==> src/hw/gauge_seq_pkg.sv <==
// Constants and types for the gauge measurement sequencer
package gauge_seq_pkg;
   // Clock and time base
   localparam int CLK_PERIOD_NS = 10;
   localparam int MS_NS         = 1_000_000;
   localparam int CYC_PER_MS    = MS_NS / CLK_PERIOD_NS;
   // Sequence timing in milliseconds
   localparam int SEQ_MS        = 1760;
   localparam int HALF_MS       = 880;
   localparam int SETTLE_MS     = 2;
   localparam logic [9:0] HALF_TICKS   = 10'(HALF_MS);
   localparam logic [9:0] SETTLE_TICKS = 10'(SETTLE_MS);
   // Offset calibration every 1024th conversion
   localparam logic [9:0] CAL_SLOT = 10'h03_FF;
   // Result codes
   localparam logic [15:0] POS_FULL = 16'h7FFF;
   localparam logic [15:0] NEG_FULL = 16'h8000;
   localparam logic signed [16:0] VOLT_MAX = 17'sh0_0E66;
   localparam logic signed [17:0] CURR_MAX = 18'sh0_07FF;
   localparam logic signed [17:0] CURR_MIN = -18'sh0_0800;
   // Charge limit: 204.8 mVh in 25 uV x 880 ms units
   localparam logic signed [32:0] ACC_MAX = 33'sh0_01FF_5C17;
   // Values after reset
   localparam logic [7:0]  BIAS_RST   = 8'h00;
   localparam logic [15:0] RESULT_RST = 16'h0000;
   // Host write selects
   localparam logic [2:0] WR_VOLT = 3'h0;
   localparam logic [2:0] WR_CURR = 3'h1;
   localparam logic [2:0] WR_AUXA = 3'h2;
   localparam logic [2:0] WR_AUXB = 3'h3;
   localparam logic [2:0] WR_TEMP = 3'h4;
   localparam logic [2:0] WR_BIAS = 3'h5;
   // Converter channels
   typedef enum logic [2:0] {
      CH_VOLT = 3'h0,
      CH_CURR = 3'h1,
      CH_AUXA = 3'h2,
      CH_AUXB = 3'h3,
      CH_TEMP = 3'h4,
      CH_CAL  = 3'h5
   } chan_t;
   // Sequencer states
   typedef enum logic [5:0] {
      S_SLEEP = 6'b00_0001,
      S_WAIT  = 6'b00_0010,
      S_VOLT  = 6'b00_0100,
      S_CURR  = 6'b00_1000,
      S_PRE   = 6'b01_0000,
      S_AUX   = 6'b10_0000
   } state_t;
endpackage

==> src/hw/gauge_measurement_sequencer.sv <==
// Measurement sequencer, result handling and charge accumulation
`timescale 1ns/10ps
`default_nettype none
//
// Contract
// - Sequence repeats continuously while active.
// - Divider supply switched on a settle time before each aux conversion.
// - Divider supply stays off during the temperature slot.
// - One full sequence takes 1760 ms.
// - Voltage refreshed every 880 ms, two's complement.
// - Voltage above maximum loads 7FFFh.
// - Every 1024th conversion measures offset; correction used after.
// - Calibration conversion leaves voltage result unchanged.
// - Calibration conversion leaves current result unchanged.
// - Aux inputs alternate, each refreshed every 1760 ms.
// - Temperature refreshed every 1760 ms, two's complement.
// - Temperature replaces second aux only while select bit set.
// - Current positive when sense pin below ground.
// - Sense sampled differentially, +-51.2 mV in 25 uV steps.
// - Current refreshed every 880 ms at end of conversion.
// - Current clamps to 7FFFh and 8000h beyond limits.
// - Bias added to raw current for result, accumulator, blanking.
// - Bias readable, writable, applies to every later sample.
// - Bias is a two's complement byte, default zero.
// - Biased current added to signed accumulator, +-204.8 mVh.
// - Accumulated charge scaled by initial or learned capacity factor.
// - Sleep: no conversions or accumulation; results stay writable.
// - Current below blanking threshold is not accumulated.
module gauge_measurement_sequencer
   import gauge_seq_pkg::*;
#(
   parameter int MS_CYCLES = CYC_PER_MS
) (
   // Clock and reset
   input  wire logic                 clk_sys,
   input  wire logic                 rst_n,
   // Mode and configuration
   input  wire logic                 activeMode,
   input  wire logic                 internalTempSelect,
   input  wire logic [7:0]           blankThreshold,
   input  wire logic [7:0]           capScaleInitial,
   input  wire logic [7:0]           capScaleLearned,
   input  wire logic                 learnedValid,
   // Host result writes
   input  wire logic                 wrEn,
   input  wire logic [2:0]           wrSel,
   input  wire logic [15:0]          wrData,
   // Converter
   output logic                      convStart,
   output var gauge_seq_pkg::chan_t  convChan,
   input  wire logic                 convDone,
   input  wire logic signed [15:0]   convData,
   // Divider supply pin
   output logic                      dividerSupplyOut,
   // Results
   output logic signed [15:0]        voltResult,
   output logic signed [15:0]        currResult,
   output logic signed [15:0]        auxAResult,
   output logic signed [15:0]        auxBResult,
   output logic signed [15:0]        tempResult,
   output logic signed [7:0]         currentOffsetBias,
   output logic signed [31:0]        chargeAccumulator,
   output logic signed [40:0]        capacityDelta
);
   import gauge_seq_pkg::*;

   // Settling is counted in whole cycles so that its length never depends
   // on where the millisecond enable happens to fall
   localparam logic [17:0] SETTLE_LAST = 18'(SETTLE_MS * MS_CYCLES - 1);

   state_t             state_r;
   state_t             state_nxt;
   logic [16:0]        msCnt_r;
   logic               msTick;
   logic [9:0]         halfCnt_r;
   logic               halfDue_r;
   logic [17:0]        settleCnt_r;
   logic               halfSel_r;
   logic               convBusy_r;
   logic               calThis_r;
   logic [9:0]         convCount_r;
   logic signed [15:0] offset_r;
   logic               convIsCal;
   logic               tempSlot;
   logic               done;
   logic signed [16:0] voltCorr;
   logic signed [17:0] currBiased;
   logic signed [15:0] currClamp;
   logic [17:0]        currMag;
   logic signed [32:0] accSum;

   ////////////////////////////////////////////////////////////////////
   // Time base: 1 ms enable and 880 ms half-sequence timer
   assign msTick = (msCnt_r == 17'(MS_CYCLES - 1));

   always_ff @(posedge clk_sys or negedge rst_n) begin
      if (!rst_n) begin
         msCnt_r <= '0;
      end else if (!activeMode || msTick) begin
         msCnt_r <= '0;
      end else begin
         msCnt_r <= msCnt_r + 17'd1;
      end
   end

   // Each half holds voltage, current and one aux slot
   always_ff @(posedge clk_sys or negedge rst_n) begin
      if (!rst_n) begin
         halfCnt_r <= '0;
      end else if (!activeMode) begin
         halfCnt_r <= '0;
      end else if (msTick) begin
         halfCnt_r <= (halfCnt_r == HALF_TICKS - 10'd1) ? 10'd0
                    : halfCnt_r + 10'd1;
      end
   end

   // Set wins over the clear so a late sequence never loses its start
   always_ff @(posedge clk_sys or negedge rst_n) begin
      if (!rst_n) begin
         halfDue_r <= 1'b0;
      end else if (!activeMode) begin
         halfDue_r <= 1'b0;
      end else if (msTick && halfCnt_r == HALF_TICKS - 10'd1) begin
         halfDue_r <= 1'b1;
      end else if (state_r == S_WAIT) begin
         halfDue_r <= 1'b0;
      end
   end

   ////////////////////////////////////////////////////////////////////
   // Sequencer
   assign done      = convBusy_r && convDone;
   assign tempSlot  = halfSel_r && internalTempSelect;
   assign convIsCal = (convCount_r == CAL_SLOT);

   always_comb begin
      state_nxt = state_r;
      case (state_r)
         S_SLEEP: if (activeMode) state_nxt = S_WAIT;
         S_WAIT:  if (halfDue_r)  state_nxt = S_VOLT;
         S_VOLT:  if (done)       state_nxt = S_CURR;
         S_CURR:  if (done)       state_nxt = tempSlot ? S_AUX : S_PRE;
         S_PRE: begin
            if (settleCnt_r == SETTLE_LAST) begin
               state_nxt = S_AUX;
            end
         end
         S_AUX:   if (done)       state_nxt = S_WAIT;
         default:                 state_nxt = S_SLEEP;
      endcase
      if (!activeMode && !convBusy_r) begin
         state_nxt = S_SLEEP;
      end
   end

   always_ff @(posedge clk_sys or negedge rst_n) begin
      if (!rst_n) begin
         state_r <= S_SLEEP;
      end else begin
         state_r <= state_nxt;
      end
   end

   always_ff @(posedge clk_sys or negedge rst_n) begin
      if (!rst_n) begin
         settleCnt_r <= '0;
      end else if (state_r != S_PRE) begin
         settleCnt_r <= '0;
      end else begin
         settleCnt_r <= settleCnt_r + 18'd1;
      end
   end

   // Aux inputs alternate between halves
   always_ff @(posedge clk_sys or negedge rst_n) begin
      if (!rst_n) begin
         halfSel_r <= 1'b0;
      end else if (state_r == S_AUX && done) begin
         halfSel_r <= ~halfSel_r;
      end
   end

   ////////////////////////////////////////////////////////////////////
   // Converter handshake and shared conversion counter
   assign convStart = activeMode && !convBusy_r
                    && (state_r == S_VOLT || state_r == S_CURR
                        || state_r == S_AUX);

   always_comb begin
      if (convIsCal) begin
         convChan = CH_CAL;
      end else if (state_r == S_VOLT) begin
         convChan = CH_VOLT;
      end else if (state_r == S_CURR) begin
         convChan = CH_CURR;
      end else if (tempSlot) begin
         convChan = CH_TEMP;
      end else begin
         convChan = halfSel_r ? CH_AUXB : CH_AUXA;
      end
   end

   always_ff @(posedge clk_sys or negedge rst_n) begin
      if (!rst_n) begin
         convBusy_r <= 1'b0;
         calThis_r  <= 1'b0;
      end else if (convStart) begin
         convBusy_r <= 1'b1;
         calThis_r  <= convIsCal;
      end else if (convDone) begin
         convBusy_r <= 1'b0;
      end
   end

   always_ff @(posedge clk_sys or negedge rst_n) begin
      if (!rst_n) begin
         convCount_r <= '0;
      end else if (done) begin
         convCount_r <= convCount_r + 10'd1;
      end
   end

   always_ff @(posedge clk_sys or negedge rst_n) begin
      if (!rst_n) begin
         offset_r <= '0;
      end else if (done && calThis_r) begin
         offset_r <= convData;
      end
   end

   // Divider is driven only for ratiometric aux slots
   always_ff @(posedge clk_sys or negedge rst_n) begin
      if (!rst_n) begin
         dividerSupplyOut <= 1'b0;
      end else begin
         dividerSupplyOut <= (state_nxt == S_PRE)
                          || (state_nxt == S_AUX && !tempSlot);
      end
   end

   ////////////////////////////////////////////////////////////////////
   // Result arithmetic
   assign voltCorr = 17'(convData) - 17'(offset_r);
   // Converter reports sense minus ground, so the sign is flipped
   assign currBiased = -18'(convData) - 18'(offset_r)
                     + 18'(currentOffsetBias);
   always_comb begin
      if (currBiased > CURR_MAX) begin
         currClamp = POS_FULL;
      end else if (currBiased < CURR_MIN) begin
         currClamp = NEG_FULL;
      end else begin
         currClamp = currBiased[15:0];
      end
   end
   assign currMag = currBiased[17] ? -currBiased : currBiased;

   always_ff @(posedge clk_sys or negedge rst_n) begin
      if (!rst_n) begin
         voltResult <= RESULT_RST;
      end else if (wrEn && wrSel == WR_VOLT) begin
         voltResult <= wrData;
      end else if (done && !calThis_r && state_r == S_VOLT) begin
         voltResult <= (voltCorr > VOLT_MAX) ? POS_FULL
                     : voltCorr[15:0];
      end
   end

   always_ff @(posedge clk_sys or negedge rst_n) begin
      if (!rst_n) begin
         currResult <= RESULT_RST;
      end else if (wrEn && wrSel == WR_CURR) begin
         currResult <= wrData;
      end else if (done && !calThis_r && state_r == S_CURR) begin
         currResult <= currClamp;
      end
   end

   always_ff @(posedge clk_sys or negedge rst_n) begin
      if (!rst_n) begin
         auxAResult <= RESULT_RST;
         auxBResult <= RESULT_RST;
         tempResult <= RESULT_RST;
      end else begin
         if (wrEn && wrSel == WR_AUXA) begin
            auxAResult <= wrData;
         end else if (done && !calThis_r && state_r == S_AUX
                      && !halfSel_r) begin
            auxAResult <= convData - offset_r;
         end
         if (wrEn && wrSel == WR_AUXB) begin
            auxBResult <= wrData;
         end else if (done && !calThis_r && state_r == S_AUX
                      && halfSel_r && !tempSlot) begin
            auxBResult <= convData - offset_r;
         end
         if (wrEn && wrSel == WR_TEMP) begin
            tempResult <= wrData;
         end else if (done && !calThis_r && state_r == S_AUX
                      && tempSlot) begin
            tempResult <= convData - offset_r;
         end
      end
   end

   // Bias lives in a shadow of the nonvolatile byte
   always_ff @(posedge clk_sys or negedge rst_n) begin
      if (!rst_n) begin
         currentOffsetBias <= BIAS_RST;
      end else if (wrEn && wrSel == WR_BIAS) begin
         currentOffsetBias <= wrData[7:0];
      end
   end

   ////////////////////////////////////////////////////////////////////
   // Charge accumulation with blanking and saturation
   assign accSum = 33'(chargeAccumulator) + 33'(currClamp);

   always_ff @(posedge clk_sys or negedge rst_n) begin
      if (!rst_n) begin
         chargeAccumulator <= '0;
      end else if (done && !calThis_r && state_r == S_CURR
                   && currMag >= 18'(blankThreshold)) begin
         if (accSum > ACC_MAX) begin
            chargeAccumulator <= ACC_MAX[31:0];
         end else if (accSum < -ACC_MAX) begin
            chargeAccumulator <= 32'(-ACC_MAX);
         end else begin
            chargeAccumulator <= accSum[31:0];
         end
      end
   end

   // Change in relative capacity from counted charge
   always_ff @(posedge clk_sys or negedge rst_n) begin
      if (!rst_n) begin
         capacityDelta <= '0;
      end else begin
         capacityDelta <= 41'(chargeAccumulator) * 41'($signed({1'b0,
            learnedValid ? capScaleLearned : capScaleInitial}));
      end
   end
endmodule // gauge_measurement_sequencer
`default_nettype wire

==> config.mk <==
export PLATFORM = sky130hd
export DESIGN_NAME = gauge_measurement_sequencer
export DESIGN_NICKNAME = d
export VERILOG_FILES = /design/src/hw/gauge_seq_pkg.sv /design/src/hw/gauge_measurement_sequencer.sv
export SDC_FILE = /design/constraint.sdc
export NUM_CORES = 1
export LEC_CHECK = 0
export ABC_AREA = 1
export BUFFER_PORTS_ARGS = -buffer_cell sky130_fd_sc_hd__buf_4
export CAP_MARGIN = 20
export CELL_PAD_IN_SITES_DETAIL_PLACEMENT = 1
export CELL_PAD_IN_SITES_GLOBAL_PLACEMENT = 2
export CORE_ASPECT_RATIO = 0.7
export CORE_MARGIN = 2
export CORE_UTILIZATION = 36
export CTS_CLUSTER_DIAMETER = 150
export DETAILED_ROUTE_END_ITERATION = 10
export GPL_TIMING_DRIVEN = 0
export PLACE_DENSITY_LB_ADDON = 0.1
export SLEW_MARGIN = 10
export SYNTH_ARGS = -nofsm -noshare
export SYNTH_HDL_FRONTEND = slang
export SYNTH_SLANG_ARGS = --single-unit
==> constraint.sdc <==
create_clock -name clk_sys -period 7.2 [get_ports clk_sys]
set_input_delay 0.72 -clock clk_sys [delete_from_list [all_inputs] [get_ports clk_sys]]
set_output_delay 0.72 -clock clk_sys [all_outputs]
set_load 0.02 [all_outputs]
* After elaboration in Yosys (flattened, before gate mapping)
Index checks and enable logic that the tools add are counted.
** Word-level totals
- Register bits :: 243
- Logic and storage cells :: 139
- Input port bits :: 66
- Output and inout bits :: 166
** Operators by class
- $mul :: 1
- Reduce and logical (&&, ||, !) cells :: 40
- Eq/ne operators :: 20
- Mux-type cells :: 41
- $add $sub $neg :: 11
- Bitwise gates (word level) :: 1
- Magnitude comparators :: 6
** Operators with widths (count)
- 2-to-1 mux 16 bit :: 13
- 2-to-1 mux 32 bit :: 2
- 2-to-1 mux 6 bit :: 8
- multiplier 32 x 9 -> 41 bit :: 1
- 2-to-1 mux 18 bit :: 2
- case mux 6 bit (6 select lines) :: 1
- adder 32 x 16 -> 33 bit :: 1
- greater-than comparator 33 x 26 -> 1 bit (second input constant) :: 1
- less-than comparator 33 x 26 -> 1 bit (second input constant) :: 1
- 2-to-1 mux 10 bit :: 3
- logical AND 1 bit :: 24
- adder 10 x 1 -> 10 bit (second input constant) :: 2
- equality test 10 bit (second input constant) :: 2
- adder 18 x 1 -> 18 bit (second input constant) :: 1
- adder 18 x 8 -> 18 bit :: 1
- equality test 18 bit (second input constant) :: 1
- >= comparator 18 x 8 -> 1 bit :: 1
- greater-than comparator 18 x 12 -> 1 bit (second input constant) :: 1
- less-than comparator 18 x 12 -> 1 bit (second input constant) :: 1
- negation 16 -> 18 bit :: 1
- negation 18 bit :: 1
- subtractor 18 x 16 -> 18 bit :: 1
- adder 17 x 1 -> 17 bit (second input constant) :: 1
- equality test 17 bit (second input constant) :: 1
- 24 further kinds :: 48

* Logic depth before layout (Yosys ltp)
Gate-level depths: netlist of run 1.
- Depth in word-level cells :: 10
- Gate-level depth with buffers :: 48
- Gate-level depth less buffers :: 45

* Worst setup path before layout of run 1
Ideal clock, no wire load.
- Path type :: input to register
- Start :: input port learnedValid
- End :: register capacityDelta[35]
- Data required time :: 7.083 ns
- Stages :: 30
- Slack :: 0.607 ns
- Buffers on the path :: 2
- Setup time :: 0.117 ns
- Arrival time :: 6.476 ns
- Cells stage by stage :: clkbuf_1 -> inv_1 -> or2_2 -> nand2_1 -> clkinv_1 -> clkbuf_1 -> nand2_1 -> fa_1 -> fa_1 -> fa_1 -> fa_1 -> inv_1 -> ha_1 -> nand2_1 -> inv_1 -> a21oi_1 -> o21ai_1 -> a21boi_0 -> o21ai_1 -> a21boi_0 -> or2_1 -> nand2_1 -> a21oi_1 -> o21ai_1 -> a21boi_0 -> o21ai_1 -> nand2_1 -> nand2_1 -> nand2_1 -> nand2_1
** On the way
- Cells in the longest elaborated chain, start to end :: 2
** RTL lines
- start: declaration :: line gauge_measurement_sequencer.sv:43 : input wire logic learnedValid,
- 2-to-1 mux 8 bit :: line gauge_measurement_sequencer.sv:341 : learnedValid ? capScaleLearned : capScaleInitial}));
- multiplier 32 x 9 -> 41 bit :: line gauge_measurement_sequencer.sv:340 : capacityDelta <= 41'(chargeAccumulator) * 41'($signed({1'b0,
- end signal: assignment :: line gauge_measurement_sequencer.sv:340
- end: declaration :: line gauge_measurement_sequencer.sv:63 : output logic signed [40:0] capacityDelta
No other way between the ends.
A chain may end at the register's enable or synchronous reset.

* Worst setup path after layout of run 1
Ends and elaborated chain as after synthesis.

==> results of run 1 <==
## synthesized netlist by cell type (9+ instances only)
library cell	count	area (um^2)
sky130_fd_sc_hd__nand2_1	720	2700
sky130_fd_sc_hd__inv_1	587	2200
sky130_fd_sc_hd__nor2_1	370	1390
sky130_fd_sc_hd__dfrtp_1	242	6060
sky130_fd_sc_hd__fa_1	216	4320
sky130_fd_sc_hd__ha_1	161	2010
sky130_fd_sc_hd__a21oi_1	158	791
sky130_fd_sc_hd__nand3_1	138	691
sky130_fd_sc_hd__o21ai_0	102	510
sky130_fd_sc_hd__xor2_1	55	482
sky130_fd_sc_hd__clkbuf_1	54	203
sky130_fd_sc_hd__o221ai_1	53	464
sky130_fd_sc_hd__nand4_1	32	200
sky130_fd_sc_hd__xnor2_1	31	272
sky130_fd_sc_hd__nor3_1	28	140
sky130_fd_sc_hd__o211ai_1	18	135
sky130_fd_sc_hd__o41ai_1	14	123
sky130_fd_sc_hd__buf_1	13	48.8
sky130_fd_sc_hd__nor2_2	13	81.3
sky130_fd_sc_hd__nor4_1	13	81.3
sky130_fd_sc_hd__or2_2	13	81.3
sky130_fd_sc_hd__o21a_1	12	90.1
sky130_fd_sc_hd__nand2_2	11	68.8
sky130_fd_sc_hd__nand3b_1	10	75.1
sky130_fd_sc_hd__a31oi_1	9	56.3
## routing by layer
metal	share of wire	global-route usage	up-vias
li1	-	-	10500
met1	0.51	0.403	11300
met2	0.41	0.390	494
met3	0.068	0.0604	75
met4	0.016	0.0439	0
met5	0	0	-
## timing repair
action	CTS	global route
buffers inserted	5	10
pin swaps	3	8
endpoints found under the setup margin	35	37
resized for setup	22	82
gates cloned	0	0
## worst max-delay path: cells and delay by family
family | cells | cell delay [ns]
adders and majority gates | 5 | 2.53
buffers and inverters | 6 | 0.94
AOI/OAI and AO/OA | 10 | 1.97
and+or+nand+nor | 8 | 1.07
## cell families (layout without fill, tap and decap cells)
logic type | after synthesis | count (layout) | share of synthesized area
xor gates and xnor gates | 87 | 87 | 0.0321
and+or+nand+nor | 1363 | 1363 | 0.235
muxes | 2 | 2 | 0.000835
DFF | 243 | 243 | 0.254
other | 0 | 1 | 0
adders and majority gates | 377 | 377 | 0.264
buffers and inverters | 674 | 980 | 0.107
AOI/OAI and AO/OA | 415 | 415 | 0.106
## state kept, by name (all words and copies together), names as in the netlist, 16 cells and up
signal and count:
capacityDelta 41, tempResult 16, offset_r 16, auxBResult 16, msCnt_r 17, currResult 16
settleCnt_r 18, voltResult 16, chargeAccumulator 32, auxAResult 16
## layout make-up
type	count	area share
antenna	1	0.0000879
inverter	597	0.0788
clock buffer	43	0.0317
buffer	76	0.0129
timing repair buffer	251	0.0678
tap	891	0.0392
sequential	243	0.214
multi-input combinational	2244	0.549
clock inverter	13	0.00642
## power by group
group	internal, mW	total (mW)	switching (mW)
Combinational	1.71	4.77	3.06
Sequential	1.54	1.63	0.0912
Clock	1.01	1.68	0.668
## worst max-delay path by stage
| stage | start | to | slack [ns] | cells past startpoint |
|---|---|---|---|---|
| floorplan | learnedValid | capacityDelta[35] | 0.61 | 30 |
| global placement | convData[0] | chargeAccumulator[15] | -1.33 | 38 |
| detailed placement | convData[0] | chargeAccumulator[15] | -1.37 | 40 |
| CTS | currentOffsetBias[7] | chargeAccumulator[16] | 0.002 | 39 |
| global route | offset_r[0] | chargeAccumulator[15] | -0.02 | 42 |
| finish | learnedValid | capacityDelta[35] | 0.45 | 29 |
## through the flow
step	power (mW)	area, um^2	setup TNS (ns)
finish	8.08	28500	0
global route	8.78	28500	-0.0222
CTS	7.94	28100	0
detailed placement	6.16	26900	-41.98
global placement	6.05	26800	-38.14
floorplan	4.75	24000	0
==> run summary, run 1 <==
Result of the run: finished clean
CP dominant cell by count: sky130_fd_sc_hd__o21ai_1
Cell leakage power: 14.9 nW
Final Core Density: 0.430
Placeable Area: 66100 um^2
Nets in the synthesized netlist: 3604
Critical path's slowest cell: sky130_fd_sc_hd__fa_1
Drt via density: 5.13
Critical register-to-register path endpoint: chargeAccumulator[16]
Distinct cells, synth: 60
Number of failing setup endpoints in the final timing report: 0
Delay contributed by the slowest stage of the critical path: 0.55 ns
Launching element type of the critical path: input pin
Port Buffers: 230
Storage cell area: 6090 um^2
Hold violation count in the final report: 0
Via total after detailed routing: 22400
Classification of the worst setup path: in2reg
Share of cells above drive strength 1: 0.126
Commonest non-fill, non-tap cells in the layout: 713 x sky130_fd_sc_hd__nand2_1, 586 x sky130_fd_sc_hd__inv_1, 366 x sky130_fd_sc_hd__nor2_1, 245 x sky130_fd_sc_hd__buf_4, 241 x sky130_fd_sc_hd__dfrtp_1
Fmax: 148 MHz
Synthesized flop and latch total: 243
Power per Cell Area: 284 nW/um^2
Global placer's final weighted congestion: 0.961
Iteration-0 DRC Markers: 1382
Overall track demand over capacity in global routing: 0.267
Normalized max-slew margin: 0.253
Sum of routed wire length over all layers: 91000 um
TritonCTS Buffers: 30
Vias in the first global route: 23700
Clock input transition at the sequential cells of the worst setup and hold paths: 0.06 ns
Placed cell count: 4286
Area of the die: 68700 um^2
I/O pins: 232
Syn Std Cell Area: 24000 um^2
Unrepaired setup endpoints after global routing: true
Final global-route overflow total: 0
Clock tree from TritonCTS: built
Share of async-settable or async-resettable flops after synthesis: 1.00
Internal reg-to-reg setup slack: 0.51 ns
Max Clock Skew: 0.0217 ns
Largest driver fanout on the critical path: 10
Wire length per cell: 20.9 um
Count of unresolved DRC violations after routing: 0
Clk root buf: sky130_fd_sc_hd__clkbuf_16
Pre-CTS WS: -1.37 ns
Final HPWL from detailed placement: 75500 um
Max Slew Vio Count: 0
Number of antenna violations at the first check in global routing: 2
Fill count: 8179
Layout area overhead: 18.7%
Avg Cell Area, Syn: 7.59 um^2
CTS HTree Levels: 1
Min-Delay Path Class: in2async
Maximum number of pins on one net before global-route repair: 99
Initial Utilization: 0.363
Final Worst Setup Slack: 0.450 ns
Chip width: 312 um
Synthesis Warnings: 0
Sequential share of the synthesized area: 0.254
Sinks on Clock Net: 243
Worst EP arrival: 7.24 ns
Number of cells in the finished layout apart from fillers: 4359
Tightest hold margin: 0.0231 ns
Critical Path RT: 7.69 ns
Maxcap violations: 0
Num rows: 79
Detailed Routing Iterations Pass 1: 5
Mapped Cells: 3161
Antenna-violating nets left: 0
Dominant synthesized flop cell: sky130_fd_sc_hd__dfrtp_1
Actual transition at the worst max-transition pin: 1.12 ns
Minimum clock period after layout: 6.75 ns
Multi-input gate area: 15600 um^2
Maximum vdd drop: 192 uV
Fin crit share: 0.937
Clock Latency Late Sink: 0.61 ns
Type of element capturing the critical path: flip-flop
Number of enable flip-flop cells after synthesis: 0
Commonest non-fill, non-tap cell in the layout: sky130_fd_sc_hd__nand2_1
Overall die height: 220 um
Number of buffers inserted by hold repair at cts: 0
FF-to-FF path depth: 38
First-pass GRT wire length: 142000 um
Net count reported at finish: 3886
Buffer levels on the longest clock path: 3
Beginning of the worst register-to-register path: currentOffsetBias[7]
Note: power is estimated with default switching activity, not from simulation.
==> inputs of run 2 (changes only) <==
==> constraint.sdc (replaced) <==
create_clock -name clk_sys -period 7.2 [get_ports clk_sys]
set_input_delay 0.36 -clock clk_sys [delete_from_list [all_inputs] [get_ports clk_sys]]
set_output_delay 0.36 -clock clk_sys [all_outputs]
set_load 0.02 [all_outputs]
==> run summary, run 2 (synthesized netlist as in run 1, its figures left out) <==
Min-Delay Path Class: in2reg (was in2async)
Count of unresolved DRC violations after routing: 0 (unchanged)
Layout area overhead: 18.7% (about the same)
Result of the run: finished clean (unchanged)
Maxcap violations: 0 (unchanged)
Chip width: 312 um (unchanged)
CTS HTree Levels: 1 (unchanged)
Launching element type of the critical path: flip-flop (was input pin)
Overall die height: 220 um (unchanged)
Critical path's slowest cell: sky130_fd_sc_hd__dfrtp_4 (was sky130_fd_sc_hd__fa_1)
Port Buffers: 230 (unchanged)
Num rows: 79 (unchanged)
Clock input transition at the sequential cells of the worst setup and hold paths: 0.06 ns (about the same)
Maximum number of pins on one net before global-route repair: 99 (unchanged)
Commonest non-fill, non-tap cells in the layout: 715 x sky130_fd_sc_hd__nand2_1, 586 x sky130_fd_sc_hd__inv_1, 366 x sky130_fd_sc_hd__nor2_1, 245 x sky130_fd_sc_hd__buf_4, 241 x sky130_fd_sc_hd__dfrtp_1 (was 713 x sky130_fd_sc_hd__nand2_1, 586 x sky130_fd_sc_hd__inv_1, 366 x sky130_fd_sc_hd__nor2_1, 245 x sky130_fd_sc_hd__buf_4, 241 x sky130_fd_sc_hd__dfrtp_1)
Area of the die: 68700 um^2 (unchanged)
CP dominant cell by count: sky130_fd_sc_hd__nand2_1 (was sky130_fd_sc_hd__o21ai_1)
Type of element capturing the critical path: flip-flop (unchanged)
Overall power consumption: 8.08 mW (about the same)
Initial Utilization: 0.363 (unchanged)
Clk root buf: sky130_fd_sc_hd__clkbuf_16 (unchanged)
Largest reg by FF count: capacityDelta (unchanged)
Actual transition at the worst max-transition pin: 1.16 ns (was 1.12 ns)
Max Slew Vio Count: 0 (unchanged)
Tightest hold margin: 0.0607 ns (was 0.0231 ns)
Multi-input gate area: 15600 um^2 (about the same)
Critical Path RT: 7.68 ns (was 7.69 ns)
Power per Cell Area: 284 nW/um^2 (about the same)
Number of flip-flops under the largest register name: 41 (unchanged)
Via total after detailed routing: 22400 (about the same)
Number of antenna violations at the first check in global routing: 2 (unchanged)
Vias in the first global route: 23800 (was 23700)
Cell leakage power: 14.8 nW (was 14.9 nW)
Fill count: 8182 (was 8179)
Classification of the worst setup path: reg2reg (was in2reg)
Maximum vdd drop: 192 uV (about the same)
Unrepaired setup endpoints after global routing: true (unchanged)
Buffer levels on the longest clock path: 3 (unchanged)
Final global-route overflow total: 0 (unchanged)
Wire length per cell: 20.9 um (about the same)
Antenna-violating nets left: 0 (unchanged)
Clock Latency Late Sink: 0.61 ns (about the same)
Final HPWL from detailed placement: 75500 um (unchanged)
Global placer's final weighted congestion: 0.961 (unchanged)
Worst EP arrival: 7.16 ns (was 7.24 ns)
Final Worst Setup Slack: 0.522 ns (was 0.450 ns)
Share of cells above drive strength 1: 0.124 (was 0.126)
Normalized max-slew margin: 0.226 (was 0.253)
Minimum clock period after layout: 6.68 ns (was 6.75 ns)
First-pass GRT wire length: 142000 um (about the same)
Max Clock Skew: 0.0240 ns (was 0.0217 ns)
Drt via density: 5.13 (about the same)
Commonest non-fill, non-tap cell in the layout: sky130_fd_sc_hd__nand2_1 (unchanged)
Placeable Area: 66100 um^2 (unchanged)
Largest registers in the final layout: capacityDelta x41, chargeAccumulator x32, settleCnt_r x18 (unchanged)
Sum of routed wire length over all layers: 91000 um (about the same)
Iteration-0 DRC Markers: 1338 (was 1382)
I/O pins: 232 (unchanged)
Setup TNS: 0 ns (unchanged)
Final Core Density: 0.431 (was 0.430)
Overall track demand over capacity in global routing: 0.267 (about the same)
Number of cells in the finished layout apart from fillers: 4361 (was 4359)
Largest driver fanout on the critical path: 10 (unchanged)
TritonCTS Buffers: 30 (unchanged)
Clock tree from TritonCTS: built (unchanged)
Fmax: 150 MHz (was 148 MHz)
Detailed Routing Iterations Pass 1: 5 (unchanged)
Hold violation count in the final report: 0 (unchanged)
Placed instance area: 26900 um^2 (unchanged)
Final Instance Area: 28500 um^2 (about the same)
Sinks on Clock Net: 243 (unchanged)
Fin crit share: 0.927 (was 0.937)
Pre-CTS WS: -1.14 ns (was -1.37 ns)
Delay contributed by the slowest stage of the critical path: 0.55 ns (about the same)
Placed cell count: 4286 (unchanged)
Number of failing setup endpoints in the final timing report: 0 (unchanged)
Storage cell area: 6090 um^2 (unchanged)
Net count reported at finish: 3888 (was 3886)
run 2: changes by cell type in the layout (fill, tap and decap cells not counted), moves of 2 or more:
cell                            change
sky130_fd_sc_hd__a21boi_0           +2
sky130_fd_sc_hd__buf_2              -3
sky130_fd_sc_hd__nand2_2            -2
sky130_fd_sc_hd__clkbuf_1           +3
sky130_fd_sc_hd__a21boi_1           -2
sky130_fd_sc_hd__dlygate4sd3_1      +2
sky130_fd_sc_hd__nand2_1            +2
run 2: final timing paths:
kind                       cells after the start  slack (ns)                 start                     to
min reg2reg                                    1        0.46        settleCnt_r[0]         settleCnt_r[0]
min in group asynchronous                      2        0.30                 rst_n         voltResult[11]
max in group asynchronous                      4        5.50                 rst_n      capacityDelta[36]
max reg2reg                                   38        0.52  currentOffsetBias[7]  chargeAccumulator[16]
max                                           38        0.52  currentOffsetBias[7]  chargeAccumulator[16]
min                                            3        0.06            activeMode             msCnt_r[4]
run 2: final cells by class:
type / count / share of cell area
Inverter: 597 / 0.0788
Buffer: 76 / 0.0129
Sequential cell: 243 / 0.214
Antenna cell: 1 / 0.0000879
Clock inverter: 13 / 0.00642
Multi-Input combinational cell: 2244 / 0.549
Clock buffer: 43 / 0.0316
Tap cell: 891 / 0.0392
Timing Repair Buffer: 253 / 0.0684
run 2: where the power goes:
part | internal [mW] | switching (mW)
sequential | 1.54 | 0.0916
combinational | 1.71 | 3.06
clock | 1.01 | 0.672
total | 4.26 | 3.82
run 2: timing repair:
item,in CTS,in global routing
resized for setup,13,86
endpoints found under the hold margin,56,0
hold buffers,2,0
buffers inserted,5,10
pin swaps,3,8
setup endpoints to repair,32,37
run 2: worst max-delay path: cells and delay by family (launching register included):
family	cells	cell delay, ns
AOI/OAI and AO/OA	8	1.43
xor gates and xnor gates	1	0.23
adders and majority gates	3	1.23
buffers and inverters	8	1.09
DFF	1	0.55
and+or+nand+nor	18	2.00
run 2: metal layers:
layer,vias up,wire (um),share of wire,track usage
li1,10500,-,-,-
met1,11300,45800,0.50,0.403
met2,502,37600,0.41,0.390
met3,69,6260,0.069,0.0604
met4,0,1350,0.015,0.0439
met5,-,0,0,0
